[config.mk]
export PLATFORM = sky130hd
export DESIGN_NAME = dbs_core
export DESIGN_NICKNAME = d
export VERILOG_FILES = /design/src/verilog/dbs_core_unused_guard.v /design/src/verilog/dbs_fifo.v /design/src/verilog/dbs_core.v
export VERILOG_INCLUDE_DIRS = /design/src /design/src/verilog
export SDC_FILE = /design/constraint.sdc
export NUM_CORES = 1
export LEC_CHECK = 0
export ABC_AREA = 1
export BUFFER_PORTS_ARGS = -buffer_cell sky130_fd_sc_hd__buf_4
export CAP_MARGIN = 20
export CORE_MARGIN = 2
export CORE_UTILIZATION = 35
export CTS_CLUSTER_SIZE = 8
export DETAILED_ROUTE_END_ITERATION = 16
export MAX_ROUTING_LAYER = met4
export PLACE_DENSITY = 0.51
export RECOVER_POWER = 100
export REMOVE_ABC_BUFFERS = 1
export SETUP_SLACK_MARGIN = 0.02
export SLEW_MARGIN = 20
export SYNTH_ARGS = -nofsm -noshare
export SYNTH_HDL_FRONTEND = slang
export SYNTH_HIERARCHICAL = 1
export SYNTH_SLANG_ARGS = --single-unit
[constraint.sdc]
create_clock -name i_sys_clk -period 18.26 [get_ports i_sys_clk]
set_clock_uncertainty 0.1 [all_clocks]
set_input_delay 1.826 -clock i_sys_clk [delete_from_list [all_inputs] [get_ports i_sys_clk]]
set_output_delay 1.826 -clock i_sys_clk [all_outputs]
set_load 0.02 [all_outputs]
[src/verilog/dbs_defines.vh]
`ifndef DBS_DEFINES_VH
`define DBS_DEFINES_VH

// ----------------------------------------------------------------------
// Command codes as {cs_n, ras_n, cas_n, we_n} at a rising clock edge.
// ----------------------------------------------------------------------
`define DBS_CMD_ACT         4'h3
`define DBS_CMD_READ        4'h5
`define DBS_CMD_WRITE       4'h4
`define DBS_CMD_PRE         4'h2
`define DBS_CMD_BST         4'h6

// ----------------------------------------------------------------------
// Address fields and burst length codes.
// ----------------------------------------------------------------------
`define DBS_ADDR_AUTO_CLOSE 8
`define DBS_COL_W           8
`define DBS_BL_CODE_2       2'h1
`define DBS_BL_CODE_4       2'h2
`define DBS_BL_CODE_8       2'h3

// ----------------------------------------------------------------------
// Timing counter width, in link clock cycles.
// ----------------------------------------------------------------------
`define DBS_CNT_W           8

`endif

[src/verilog/dbs_core_unused_guard.v]
`timescale 1ns/1ps
`default_nettype none
`default_nettype wire

[src/verilog/dbs_fifo.v]
`timescale 1ns/1ps
`default_nettype none

module dbs_fifo #(
  parameter WIDTH = 8,
  parameter DEPTH = 8,
  parameter AW    = 3
) (
  // Clock and reset
  input  wire             i_clk,
  input  wire             i_rst_n,
  // Fill side
  input  wire             i_in_valid,
  output wire             o_in_ready,
  input  wire [WIDTH-1:0] i_in_data,
  // Drain side
  output wire             o_out_valid,
  input  wire             i_out_ready,
  output wire [WIDTH-1:0] o_out_data
);

  reg [WIDTH-1:0] mem_reg [0:DEPTH-1];
  reg [AW-1:0]    wr_ptr_reg;
  reg [AW-1:0]    rd_ptr_reg;
  reg [AW:0]      count_reg;
  wire            push;
  wire            pop;

  // --------------------------------------------------------------------
  // Flags come from the occupancy count, so full and empty stay honest.
  // --------------------------------------------------------------------
  assign o_in_ready  = (count_reg != DEPTH[AW:0]);
  assign o_out_valid = (count_reg != {(AW+1){1'b0}});
  assign o_out_data  = mem_reg[rd_ptr_reg];
  assign push        = i_in_valid && o_in_ready;
  assign pop         = o_out_valid && i_out_ready;

  // Storage has no reset; only the pointers and the count carry control state.
  always @(posedge i_clk) begin
    if (push) begin
      mem_reg[wr_ptr_reg] <= i_in_data;
    end
  end

  // Pointers wrap at the depth, which need not be a power of two.
  always @(posedge i_clk or negedge i_rst_n) begin
    if (!i_rst_n) begin
      wr_ptr_reg <= {AW{1'b0}};
      rd_ptr_reg <= {AW{1'b0}};
      count_reg  <= {(AW+1){1'b0}};
    end else begin
      if (push) begin
        wr_ptr_reg <= (wr_ptr_reg == DEPTH[AW-1:0] - 1'b1) ?
                      {AW{1'b0}} : wr_ptr_reg + 1'b1;
      end
      if (pop) begin
        rd_ptr_reg <= (rd_ptr_reg == DEPTH[AW-1:0] - 1'b1) ?
                      {AW{1'b0}} : rd_ptr_reg + 1'b1;
      end
      if (push && !pop) begin
        count_reg <= count_reg + 1'b1;
      end else if (pop && !push) begin
        count_reg <= count_reg - 1'b1;
      end
    end
  end

endmodule

`default_nettype wire

[src/verilog/dbs_core.v]
`timescale 1ns/1ps
`default_nettype none
`include "dbs_defines.vh"

module dbs_core #(
  parameter DW = 32,
  parameter MW = 4
) (
  // System clock and reset
  input  wire                  i_sys_clk,
  input  wire                  i_nrst,
  // Link pins, all asynchronous to the system clock
  input  wire                  i_ck,
  input  wire                  i_cs_n,
  input  wire                  i_ras_n,
  input  wire                  i_cas_n,
  input  wire                  i_we_n,
  input  wire [1:0]            i_ba,
  input  wire [11:0]           i_addr,
  input  wire [DW-1:0]         i_dq_in,
  input  wire                  i_dqs_in,
  input  wire [MW-1:0]         i_write_byte_mask,
  output reg  [DW-1:0]         o_dq_out,
  output reg                   o_dq_oe,
  output reg                   o_dqs_out,
  output reg                   o_dqs_oe,
  // Configuration; latency and times in link clock cycles, burst length as a code
  input  wire [2:0]            i_column_latency,
  input  wire [1:0]            i_burst_length_setting,
  input  wire [`DBS_CNT_W-1:0] i_write_recovery_time,
  input  wire [`DBS_CNT_W-1:0] i_row_precharge_time,
  input  wire [`DBS_CNT_W-1:0] i_row_active_min_time,
  // Write beats towards the array
  output wire                  o_wr_valid,
  input  wire                  i_wr_ready,
  output wire [1:0]            o_wr_bank,
  output wire [`DBS_COL_W-1:0] o_wr_col,
  output wire [DW-1:0]         o_wr_data,
  output wire [MW-1:0]         o_wr_mask,
  // Read data from the array
  output reg  [1:0]            o_rd_bank,
  output reg  [`DBS_COL_W-1:0] o_rd_col,
  input  wire [DW-1:0]         i_rd_data,
  // Status
  output reg  [3:0]            o_bank_open,
  output reg  [3:0]            o_bank_closing,
  output reg                   o_wr_overflow,
  input  wire                  i_clr_overflow
);

  localparam SW = 4 + 2 + 12 + DW + MW + 2;
  localparam FW = 2 + `DBS_COL_W + DW + MW;
  localparam CW = `DBS_CNT_W;

  // Beats in a burst from its length code.
  function [3:0] bl_beats;
    input [1:0] code;
    begin
      case (code)
        `DBS_BL_CODE_4: bl_beats = 4'h4;
        `DBS_BL_CODE_8: bl_beats = 4'h8;
        default:        bl_beats = 4'h2;
      endcase
    end
  endfunction

  // Saturating decrement, used by the write recovery, close delay and precharge counters.
  function [CW-1:0] dec;
    input [CW-1:0] v;
    begin
      dec = (v == {CW{1'b0}}) ? v : v - 1'b1;
    end
  endfunction

  // ----------------------------------------------------------------------
  // Reset release and pin synchronisers.
  // ----------------------------------------------------------------------
  reg           rst_a_reg;
  reg           rst_n;
  reg [SW-1:0]  s1_reg;
  reg [SW-1:0]  s2_reg;
  reg           ck_d_reg;
  reg           dqs_d_reg;

  // Release is delayed two clocks so every flop leaves reset together.
  always @(posedge i_sys_clk or negedge i_nrst) begin
    if (!i_nrst) begin
      rst_a_reg <= 1'b0;
      rst_n     <= 1'b0;
    end else begin
      rst_a_reg <= 1'b1;
      rst_n     <= rst_a_reg;
    end
  end

  // First stage feeds only the second; edges are found after it.
  always @(posedge i_sys_clk or negedge rst_n) begin
    if (!rst_n) begin
      s1_reg    <= {SW{1'b0}};
      s2_reg    <= {SW{1'b0}};
      ck_d_reg  <= 1'b0;
      dqs_d_reg <= 1'b0;
    end else begin
      s1_reg    <= {i_cs_n, i_ras_n, i_cas_n, i_we_n, i_ba, i_addr,
                    i_dq_in, i_write_byte_mask, i_ck, i_dqs_in};
      s2_reg    <= s1_reg;
      ck_d_reg  <= s2_reg[1];
      dqs_d_reg <= s2_reg[0];
    end
  end

  wire [3:0]    cmd    = s2_reg[SW-1:SW-4];
  wire [1:0]    ba     = s2_reg[SW-5:SW-6];
  wire [11:0]   addr   = s2_reg[SW-7:SW-18];
  wire [DW-1:0] dq     = s2_reg[MW+DW+1:MW+2];
  wire [MW-1:0] dm     = s2_reg[MW+1:2];
  wire          ck_r   = s2_reg[1] && !ck_d_reg;
  wire          ck_f   = !s2_reg[1] && ck_d_reg;
  wire          dqs_e  = s2_reg[0] ^ dqs_d_reg;

  wire is_act  = ck_r && (cmd == `DBS_CMD_ACT);
  wire is_rd   = ck_r && (cmd == `DBS_CMD_READ);
  wire is_wr   = ck_r && (cmd == `DBS_CMD_WRITE);
  wire is_pre  = ck_r && (cmd == `DBS_CMD_PRE);
  wire is_bst  = ck_r && (cmd == `DBS_CMD_BST);
  wire [3:0] bl = bl_beats(i_burst_length_setting);

  // ----------------------------------------------------------------------
  // Write burst engine and recovery timer.
  // ----------------------------------------------------------------------
  reg [3:0]            wr_left_reg;
  reg [1:0]            wr_bank_reg;
  reg [`DBS_COL_W-1:0] wr_col_reg;
  reg                  wr_ap_reg;
  reg                  twr_arm_reg;
  reg                  twr_run_reg;
  reg [CW-1:0]         twr_cnt_reg;
  reg [1:0]            twr_bank_reg;
  wire                 beat = dqs_e && (wr_left_reg != 4'h0);
  // A beat with every lane masked is dropped here and never queued.
  wire                 keep = beat && (dm != {MW{1'b1}});
  wire                 f_ready;
  wire                 wr_fire = ck_r && twr_run_reg && (twr_cnt_reg <= 1);

  // A beat arriving while the queue is full is lost and flagged,
  // because the link cannot be paused in the middle of a burst.
  always @(posedge i_sys_clk or negedge rst_n) begin
    if (!rst_n) begin
      wr_left_reg   <= 4'h0;
      wr_bank_reg   <= 2'h0;
      wr_col_reg    <= {`DBS_COL_W{1'b0}};
      wr_ap_reg     <= 1'b0;
      twr_arm_reg   <= 1'b0;
      twr_run_reg   <= 1'b0;
      twr_cnt_reg   <= {CW{1'b0}};
      twr_bank_reg  <= 2'h0;
      o_wr_overflow <= 1'b0;
    end else begin
      if (keep && !f_ready) begin
        o_wr_overflow <= 1'b1;
      end else if (i_clr_overflow) begin
        o_wr_overflow <= 1'b0;
      end
      if (is_wr) begin
        wr_left_reg <= bl;
        wr_bank_reg <= ba;
        wr_col_reg  <= addr[`DBS_COL_W-1:0];
        wr_ap_reg   <= addr[`DBS_ADDR_AUTO_CLOSE];
        twr_arm_reg <= 1'b0;
      end else if (beat) begin
        wr_left_reg <= wr_left_reg - 4'h1;
        wr_col_reg  <= wr_col_reg + 1'b1;
        if (wr_left_reg == 4'h1) begin
          twr_arm_reg <= wr_ap_reg;
        end
      end
      // Recovery opens on the first clock rise after the last beat.
      if (ck_r && twr_arm_reg && !is_wr) begin
        twr_arm_reg  <= 1'b0;
        twr_run_reg  <= 1'b1;
        twr_cnt_reg  <= i_write_recovery_time;
        twr_bank_reg <= wr_bank_reg;
      end else if (wr_fire) begin
        twr_run_reg <= 1'b0;
      end else if (ck_r) begin
        twr_cnt_reg <= dec(twr_cnt_reg);
      end
    end
  end

  // ----------------------------------------------------------------------
  // Per-bank row state, row active time and precharge scheduling.
  // ----------------------------------------------------------------------
  reg [CW-1:0] ras_cnt_reg [0:3];
  reg [CW-1:0] ap_cnt_reg  [0:3];
  reg [CW-1:0] rp_cnt_reg  [0:3];
  reg [3:0]    pend_reg;
  integer      b;

  // A pending close waits both its own delay and the row active time.
  always @(posedge i_sys_clk or negedge rst_n) begin
    if (!rst_n) begin
      pend_reg       <= 4'h0;
      o_bank_open    <= 4'h0;
      o_bank_closing <= 4'h0;
      for (b = 0; b < 4; b = b + 1) begin
        ras_cnt_reg[b] <= {CW{1'b0}};
        ap_cnt_reg[b]  <= {CW{1'b0}};
        rp_cnt_reg[b]  <= {CW{1'b0}};
      end
    end else if (ck_r) begin
      for (b = 0; b < 4; b = b + 1) begin
        if (ras_cnt_reg[b] != {CW{1'b1}}) begin
          ras_cnt_reg[b] <= ras_cnt_reg[b] + 1'b1;
        end
        ap_cnt_reg[b] <= dec(ap_cnt_reg[b]);
        rp_cnt_reg[b] <= dec(rp_cnt_reg[b]);
        if (rp_cnt_reg[b] <= 1) begin
          o_bank_closing[b] <= 1'b0;
        end
        if (is_act && ba == b) begin
          o_bank_open[b] <= 1'b1;
          ras_cnt_reg[b] <= {CW{1'b0}};
        end else if (o_bank_open[b] &&
                     ((pend_reg[b] && ap_cnt_reg[b] <= 1) ||
                      (wr_fire && twr_bank_reg == b) ||
                      (is_pre && ba == b)) &&
                     ({1'b0, ras_cnt_reg[b]} + 9'h001 >=
                      {1'b0, i_row_active_min_time})) begin
          o_bank_open[b]    <= 1'b0;
          o_bank_closing[b] <= 1'b1;
          pend_reg[b]       <= 1'b0;
          rp_cnt_reg[b]     <= i_row_precharge_time;
        end else if (o_bank_open[b] && ((is_pre && ba == b) ||
                     (wr_fire && twr_bank_reg == b))) begin
          pend_reg[b]   <= 1'b1;
          ap_cnt_reg[b] <= {CW{1'b0}};
        end else if (is_rd && ba == b && addr[`DBS_ADDR_AUTO_CLOSE]) begin
          pend_reg[b]   <= 1'b1;
          ap_cnt_reg[b] <= {{(CW-3){1'b0}}, bl[3:1]};
        end
      end
    end
  end

  // ----------------------------------------------------------------------
  // Read burst engine with burst stop.
  // ----------------------------------------------------------------------
  reg [3:0] rd_left_reg;
  reg [2:0] rd_wait_reg;
  reg [2:0] stop_wait_reg;
  reg       rd_ap_reg;

  // Beats leave on both clock edges once the column latency has passed.
  always @(posedge i_sys_clk or negedge rst_n) begin
    if (!rst_n) begin
      rd_left_reg   <= 4'h0;
      rd_wait_reg   <= 3'h0;
      stop_wait_reg <= 3'h0;
      rd_ap_reg     <= 1'b0;
      o_rd_bank     <= 2'h0;
      o_rd_col      <= {`DBS_COL_W{1'b0}};
      o_dq_out      <= {DW{1'b0}};
      o_dq_oe       <= 1'b0;
      o_dqs_out     <= 1'b0;
      o_dqs_oe      <= 1'b0;
    end else begin
      if (is_rd) begin
        rd_left_reg   <= bl;
        rd_wait_reg   <= i_column_latency;
        stop_wait_reg <= 3'h0;
        rd_ap_reg     <= addr[`DBS_ADDR_AUTO_CLOSE];
        o_rd_bank     <= ba;
        o_rd_col      <= addr[`DBS_COL_W-1:0];
      end else begin
        // The stop timer runs beside the beats, so a stop never eats one.
        if (is_bst && !rd_ap_reg && rd_left_reg != 4'h0) begin
          stop_wait_reg <= i_column_latency;
        end else if (ck_r && stop_wait_reg != 3'h0) begin
          stop_wait_reg <= stop_wait_reg - 3'h1;
        end
        // With a column latency of one or more, the first beat waits for a clock rise, never a fall.
        if (ck_r && stop_wait_reg == 3'h1) begin
          rd_left_reg <= 4'h0;
          o_dq_oe     <= 1'b0;
          o_dqs_oe    <= 1'b0;
          o_dqs_out   <= 1'b0;
        end else if (((ck_r && rd_wait_reg <= 3'h1) ||
                      (ck_f && rd_wait_reg == 3'h0)) &&
                     rd_left_reg != 4'h0) begin
          if (ck_r) begin
            rd_wait_reg <= 3'h0;
          end
          rd_left_reg <= rd_left_reg - 4'h1;
          o_rd_col    <= o_rd_col + 1'b1;
          o_dq_out    <= i_rd_data;
          o_dq_oe     <= 1'b1;
          o_dqs_out   <= ck_r;
          o_dqs_oe    <= 1'b1;
        end else if (ck_r || ck_f) begin
          if (ck_r) begin
            rd_wait_reg <= (rd_wait_reg == 3'h0) ? 3'h0 : rd_wait_reg - 3'h1;
          end
          o_dq_oe   <= 1'b0;
          o_dqs_oe  <= 1'b0;
          o_dqs_out <= 1'b0;
        end
      end
    end
  end

  // ----------------------------------------------------------------------
  // Queue of stored write beats towards the array.
  // ----------------------------------------------------------------------
  dbs_fifo #(
    .WIDTH (FW),
    .DEPTH (8),
    .AW    (3)
  ) u_fifo (
    .i_clk       (i_sys_clk),
    .i_rst_n     (rst_n),
    .i_in_valid  (keep),
    .o_in_ready  (f_ready),
    .i_in_data   ({wr_bank_reg, wr_col_reg, dq, dm}),
    .o_out_valid (o_wr_valid),
    .i_out_ready (i_wr_ready),
    .o_out_data  ({o_wr_bank, o_wr_col, o_wr_data, o_wr_mask})
  );

endmodule

`default_nettype wire

# After elaboration in Yosys (flattened, before gate mapping)

Memory sizes are Yosys's and may differ from the RTL's.
Index checks and enable logic that the tools add are counted.

Flip-flop bits (word level): 317
Bits in writable memories: 368
Bits of input ports: 121
Word-level logic and storage cells: 381
Memories kept: 1

$add $sub $neg: 27
Order comparisons: 14
Equality and inequality tests: 28
Muxes and demuxes: 116
Bitwise operators: 7
Reductions and logical operators: 140

Memory list:

| name           | depth | bits a word | read ports | clocked after memory_dff | wr ports | RTL line      | text |
|---|---|---|---|---|---|---|---|
| u_fifo.mem_reg | 8     | 46          | 1          | 0                        | 1        | dbs_fifo.v:22 | `reg [WIDTH-1:0] mem_reg [0:DEPTH-1];` |

Operators by type and width:

| operator                                            | count |
|---|---|
| two-way mux 8 bit                                   | 49 |
| <= comparator 8 x 1 -> 1 bit, second input constant | 9 |
| logical NOT 8 bit                                   | 9 |
| subtractor 8 x 1 -> 8 bit, second input constant    | 9 |
| logical AND 1 bit                                   | 61 |
| adder 8 x 1 -> 8 bit, second input constant         | 6 |
| two-way mux 1 bit                                   | 47 |
| adder 8 x 1 -> 9 bit, second input constant         | 4 |
| greater-or-equal comparator 9 x 8 -> 1 bit          | 4 |
| two-way mux 3 bit                                   | 12 |
| nonzero test 3 bit                                  | 11 |
| inequality test 8 bit, second input constant        | 4 |
| two-way mux 4 bit                                   | 7 |
| nonzero test 2 bit                                  | 14 |
| AND reduction 2 bit                                 | 11 |
| AND reduction 3 bit                                 | 6 |
| logical OR 1 bit                                    | 14 |
| equality test 2 bit, second input constant          | 6 |
| equality test 4 x 3 -> 1 bit, second input constant | 3 |
| nonzero test 4 bit                                  | 3 |
| subtractor 4 x 1 -> 4 bit, second input constant    | 3 |
| equality test 4 x 2 -> 1 bit, second input constant | 2 |
| inequality test 4 bit, second input constant        | 2 |
| one-hot mux 4 bit (2 select lines)                  | 1 |
| other kinds (17)                                    | 35 |

# Longest topological paths before layout

Word-level depth: 11
Gate-level depth with buffers: 21
Gate-level depth less buffers: 21

# Hierarchy

The synthesis kept the hierarchy.

Modules (own cells, without submodules):

| module   | instances | cells an instance | area each (um^2) |
|---|---|---|---|
| dbs_fifo | 1         | 1,674             | 16,437.0 |
| dbs_core | 1         | 1,721             | 15,026.9 |

# Worst setup path after synthesis

No wires, ideal clock.

Kind: flip-flop to flip-flop
Start point: register wr_left_reg[0]
End point: memory u_fifo/mem_reg[6][0] in the netlist's numbering, enable pin
Arrival time: 4.453 ns
Required time: 17.653 ns
Path slack: 13.200 ns
Cell stages (with the launch flop): 9
Period minus slack after synthesis: 5.060 ns
Cell sequence: dfrtp_1 inv_1 ha_1 a31oi_1 nand2_1 inv_1 nand2_1 buf_2 nor3_1

Cells in the longest elaborated chain, start to end: 6

RTL lines:

| item                                    | RTL line       | text |
|---|---|---|
| start: declaration                      | dbs_core.v:131 | `reg [3:0] wr_left_reg;` |
| start signal: assignment                | dbs_core.v:165 | `wr_left_reg <= bl;` |
| start signal: assignment                | dbs_core.v:171 | `wr_left_reg <= wr_left_reg - 4'h1;` |
| nonzero test 4 bit                      | dbs_core.v:139 | `wire beat = dqs_e && (wr_left_reg != 4'h0);` |
| logical AND 1 bit                       | dbs_core.v:139 |  |
| logical AND 1 bit                       | dbs_core.v:141 | `wire keep = beat && (dm != {MW{1'b1}});` |
| net keep                                | dbs_core.v:141 |  |
| logical AND 1 bit                       | dbs_fifo.v:35  | `assign push = i_in_valid && o_in_ready;` |
| two-way mux 1 bit                       | dbs_fifo.v:40  | `if (push) begin` |
| two-way mux 1 bit (not written as such) | dbs_fifo.v:41  | `mem_reg[wr_ptr_reg] <= i_in_data;` |
| end: declaration                        | dbs_fifo.v:22  |  |

The timed path passes the listed nets, and every way through them passes these cells.

# Worst setup path in the final report

Start point: register u_fifo.rd_ptr_reg[0]
End point: output port o_wr_data[24]

Cells in the longest elaborated chain, start to end: 1

RTL lines:

| item                     | RTL line      | text |
|---|---|---|
| start: declaration       | dbs_fifo.v:24 | `reg [AW-1:0] rd_ptr_reg;` |
| start signal: assignment | dbs_fifo.v:49 | `rd_ptr_reg <= {AW{1'b0}};` |
| start signal: assignment | dbs_fifo.v:57 | `rd_ptr_reg <= (rd_ptr_reg == DEPTH[AW-1:0] - 1'b1) ?` |
| memory (8 x 46 bit)      | --            |  |
| end: declaration         | dbs_core.v:38 | `output wire [DW-1:0] o_wr_data,` |

Every way passes these cells.

==> flow_metrics.py <==
metrics = {
    "run_status": {
        "status": "finished with violations",
        "violations": "max-capacitance violations, max-slew violations",
    },
    "clock_network": {
        "cts_tree": "done",
        "post_cts_buffers": 0,
        "cts_max_level": 3,
        "cts_hold_buffers": 0,
        "numCtsBuffers": 95,
        "clockRootBuffer": "clkbuf_16",
        "cts_resized": 0,
        "clk_latency_ps": 650,
        "cts_buffer_depth": 3,
        "clk_pin_slew_worst_paths_ps": 50,
        "clock-sinks": 679,
    },
    "die": {
        "start_util": 0.354,
        "ios": 222,
        "die_y_um": 304,
        "core_mm2": 0.0888,
        "die_w_um": 304,
        "die-area_mm2": 0.0923,
        "rows": 109,
    },
    "route": {
        "avgRoutedWirePerCell_um": 15.6,
        "drc": 0,
        "dr.pass1.iters": 5,
        "vias": 21961,
        "routed_wl_mm": 75.8,
        "ant_nets": 0,
        "drt_iter0_markers": 1161,
        "avgViaCountPerCell": 4.52,
    },
    "worst_hold_path": {
        "worstHoldPathType": "flip-flop to flip-flop",
    },
    "synth": {
        "syn-cell-area_mm2": 0.0315,
        "yosysTopAreaCell": "edfxtp_1",
        "yosysUniqueCellTypes": 57,
        "synthArstFlopShare": 0.458,
        "synth_warnings": 6,
        "ys_ff_latch": 679,
        "avgSynthCellArea_um2": 9.27,
        "synth-main-ff-cell": "edfxtp_1",
        "synth_area_leaders": "edfxtp_1 (35%), dfrtp_1 (25%), nand2_1 (14%)",
        "synth_edf_count": 368,
        "yosysSeqAreaShare": 0.599,
        "syn_inst": 3395,
        "synth_top_area_frac": 0.351,
    },
    "sta": {
        "tns_ps": 0,
        "min_period_ps": 8740,
        "tightest_slew_ps": 4400,
        "fin_crit_sh": 0.479,
        "hold_viol_final": 0,
        "setup_violations": 0,
        "relSlewSlack": -1.93,
        "drv_slew": 1000,
        "max_freq_mhz": 114,
        "grt_setup_unrepaired": "no",
        "whs_ps": 217,
    },
    "placement": {
        "dp_hpwl_mm": 45.6,
        "place_congestion": 0.805,
        "portBuffers": 218,
    },
    "global_routing": {
        "grt_pass1_vias": 21641,
        "grtUsageTotal": 0.170,
        "grt_overflow": 0,
        "grt_max_degree": 132,
        "grt_pass1_wl_mm": 121,
        "antenna_found_initial": 0,
    },
    "finish": {
        "layout_commonest_cell": "nand2_1",
        "largest_reg_flops": 368,
        "area_growth_pct": 15.7,
        "n_antenna_cell": 0,
        "drive_gt1_frac": 0.0771,
        "finish.net_count": 3834,
        "final_cell_mix": "nand2_1 (1146), nor2_1 (471), inv_1 (371), edfxtp_1 (368), dfrtp_1 (309)",
    },
    "power": {
        "ir_drop_uv": 78.7,
        "p_per_area_mw_per_mm2": 161,
        "finalPower_mw": 5.87,
        "p_leak_nw": 16.8,
    },
    "worst_setup_path": {
        "cp.required_ps": 16330,
        "critPathKind": "flip-flop to primary output",
        "worstPathMaxFanout": 108,
        "start_kind": "flip-flop",
        "worstSetupEndpointType": "primary output",
        "crit_arrival_ps": 6810,
        "rrSetupSlack_ps": 11460,
    },
    "run": {
        "cap_violations": 21,
    },
}
==> Yosys cell counts (11+ instances only) <==
master and count:
o211ai_1 15, edfxtp_1 368, inv_2 12, xnor2_1 25, a21oi_1 22, inv_1 366
clkbuf_1 14, nor3_1 28, nand2_1 1137, buf_6 12, nor2_2 11, buf_2 62
nand4_1 39, nor2_1 469, nand2_2 18, xor2_1 57, nand3_1 139, o21ai_0 75
dfrtp_1 311, ha_1 79, o22ai_1 22
==> layout make-up <==
| cell class | count | area [um^2] |
|---|---|---|
| Inverter | 379 | 1430 |
| Clock buffer | 157 | 2680 |
| Multi-Input combinational cell | 2233 | 10500 |
| Tap cell | 1165 | 1460 |
| Clock inverter | 5 | 126 |
| Sequential cell | 679 | 18800 |
| Timing Repair Buffer | 245 | 1370 |
| Fill cell | 8857 | 52400 |
==> metal layers <==
layer | GRT usage | share of wire | vias up
met5 | - | 0 | -
met4 | 0.0478 | 0.024 | 0
met3 | 0.0311 | 0.037 | 116
met2 | 0.283 | 0.48 | 294
met1 | 0.213 | 0.46 | 10267
li1 | - | - | 11284
==> path summary, 6_finish.rpt <==
check                                 to                  from  depth (start not counted)
max                        o_wr_data[24]  u_fifo/rd_ptr_reg[0]                          8
min                           s2_reg[40]            s1_reg[40]                          0
max reg2reg                   s2_reg[37]                 rst_n                          2
min reg2reg                   s2_reg[40]            s1_reg[40]                          0
max in group asynchronous     s2_reg[37]                 rst_n                          2
min in group asynchronous      rst_a_reg                i_nrst                          1
==> power by group <==
| part | total (mW) | leakage (nW) | switching, mW | internal (mW) |
|---|---|---|---|---|
| clock | 1.66 | 1.34 | 0.669 | 0.995 |
| combinational | 2.00 | 8.31 | 1.33 | 0.671 |
| sequential | 2.20 | 7.17 | 0.244 | 1.96 |
| total | 5.87 | 16.8 | 2.24 | 3.62 |
==> worst max-delay path: stages, from the launching register on <==
cell and delay [ps]:
dfrtp_1 1930, clkbuf_1 3190, nor2_1 160, nor2_1 210, nand2_1 70, nand2_1 70, nand2_1 50, nand2_1 130
clkbuf_1 250
==> logic make-up after synthesis <==
group	share of synthesized area
AOI/OAI and AO/OA	0.0361
other	0.000119
xor gates and xnor gates	0.0228
DFF	0.599
buffers and inverters	0.0640
and+or+nand+nor	0.246
adders and majority gates	0.0321
==> per-stage QoR <==
step                      setup slack, ps  cell area, um^2  cells  utilization
after floorplan                      8850            30900   3291            -
after global placement              13670            34200   4701        0.386
after detailed placement            13650            34200   4701        0.386
after CTS                           12920            37100   4863        0.417
after global routing                 8680            36400   4863        0.410
final                                9520            36400   4863        0.410
Power figures use the tool's default switching activity.
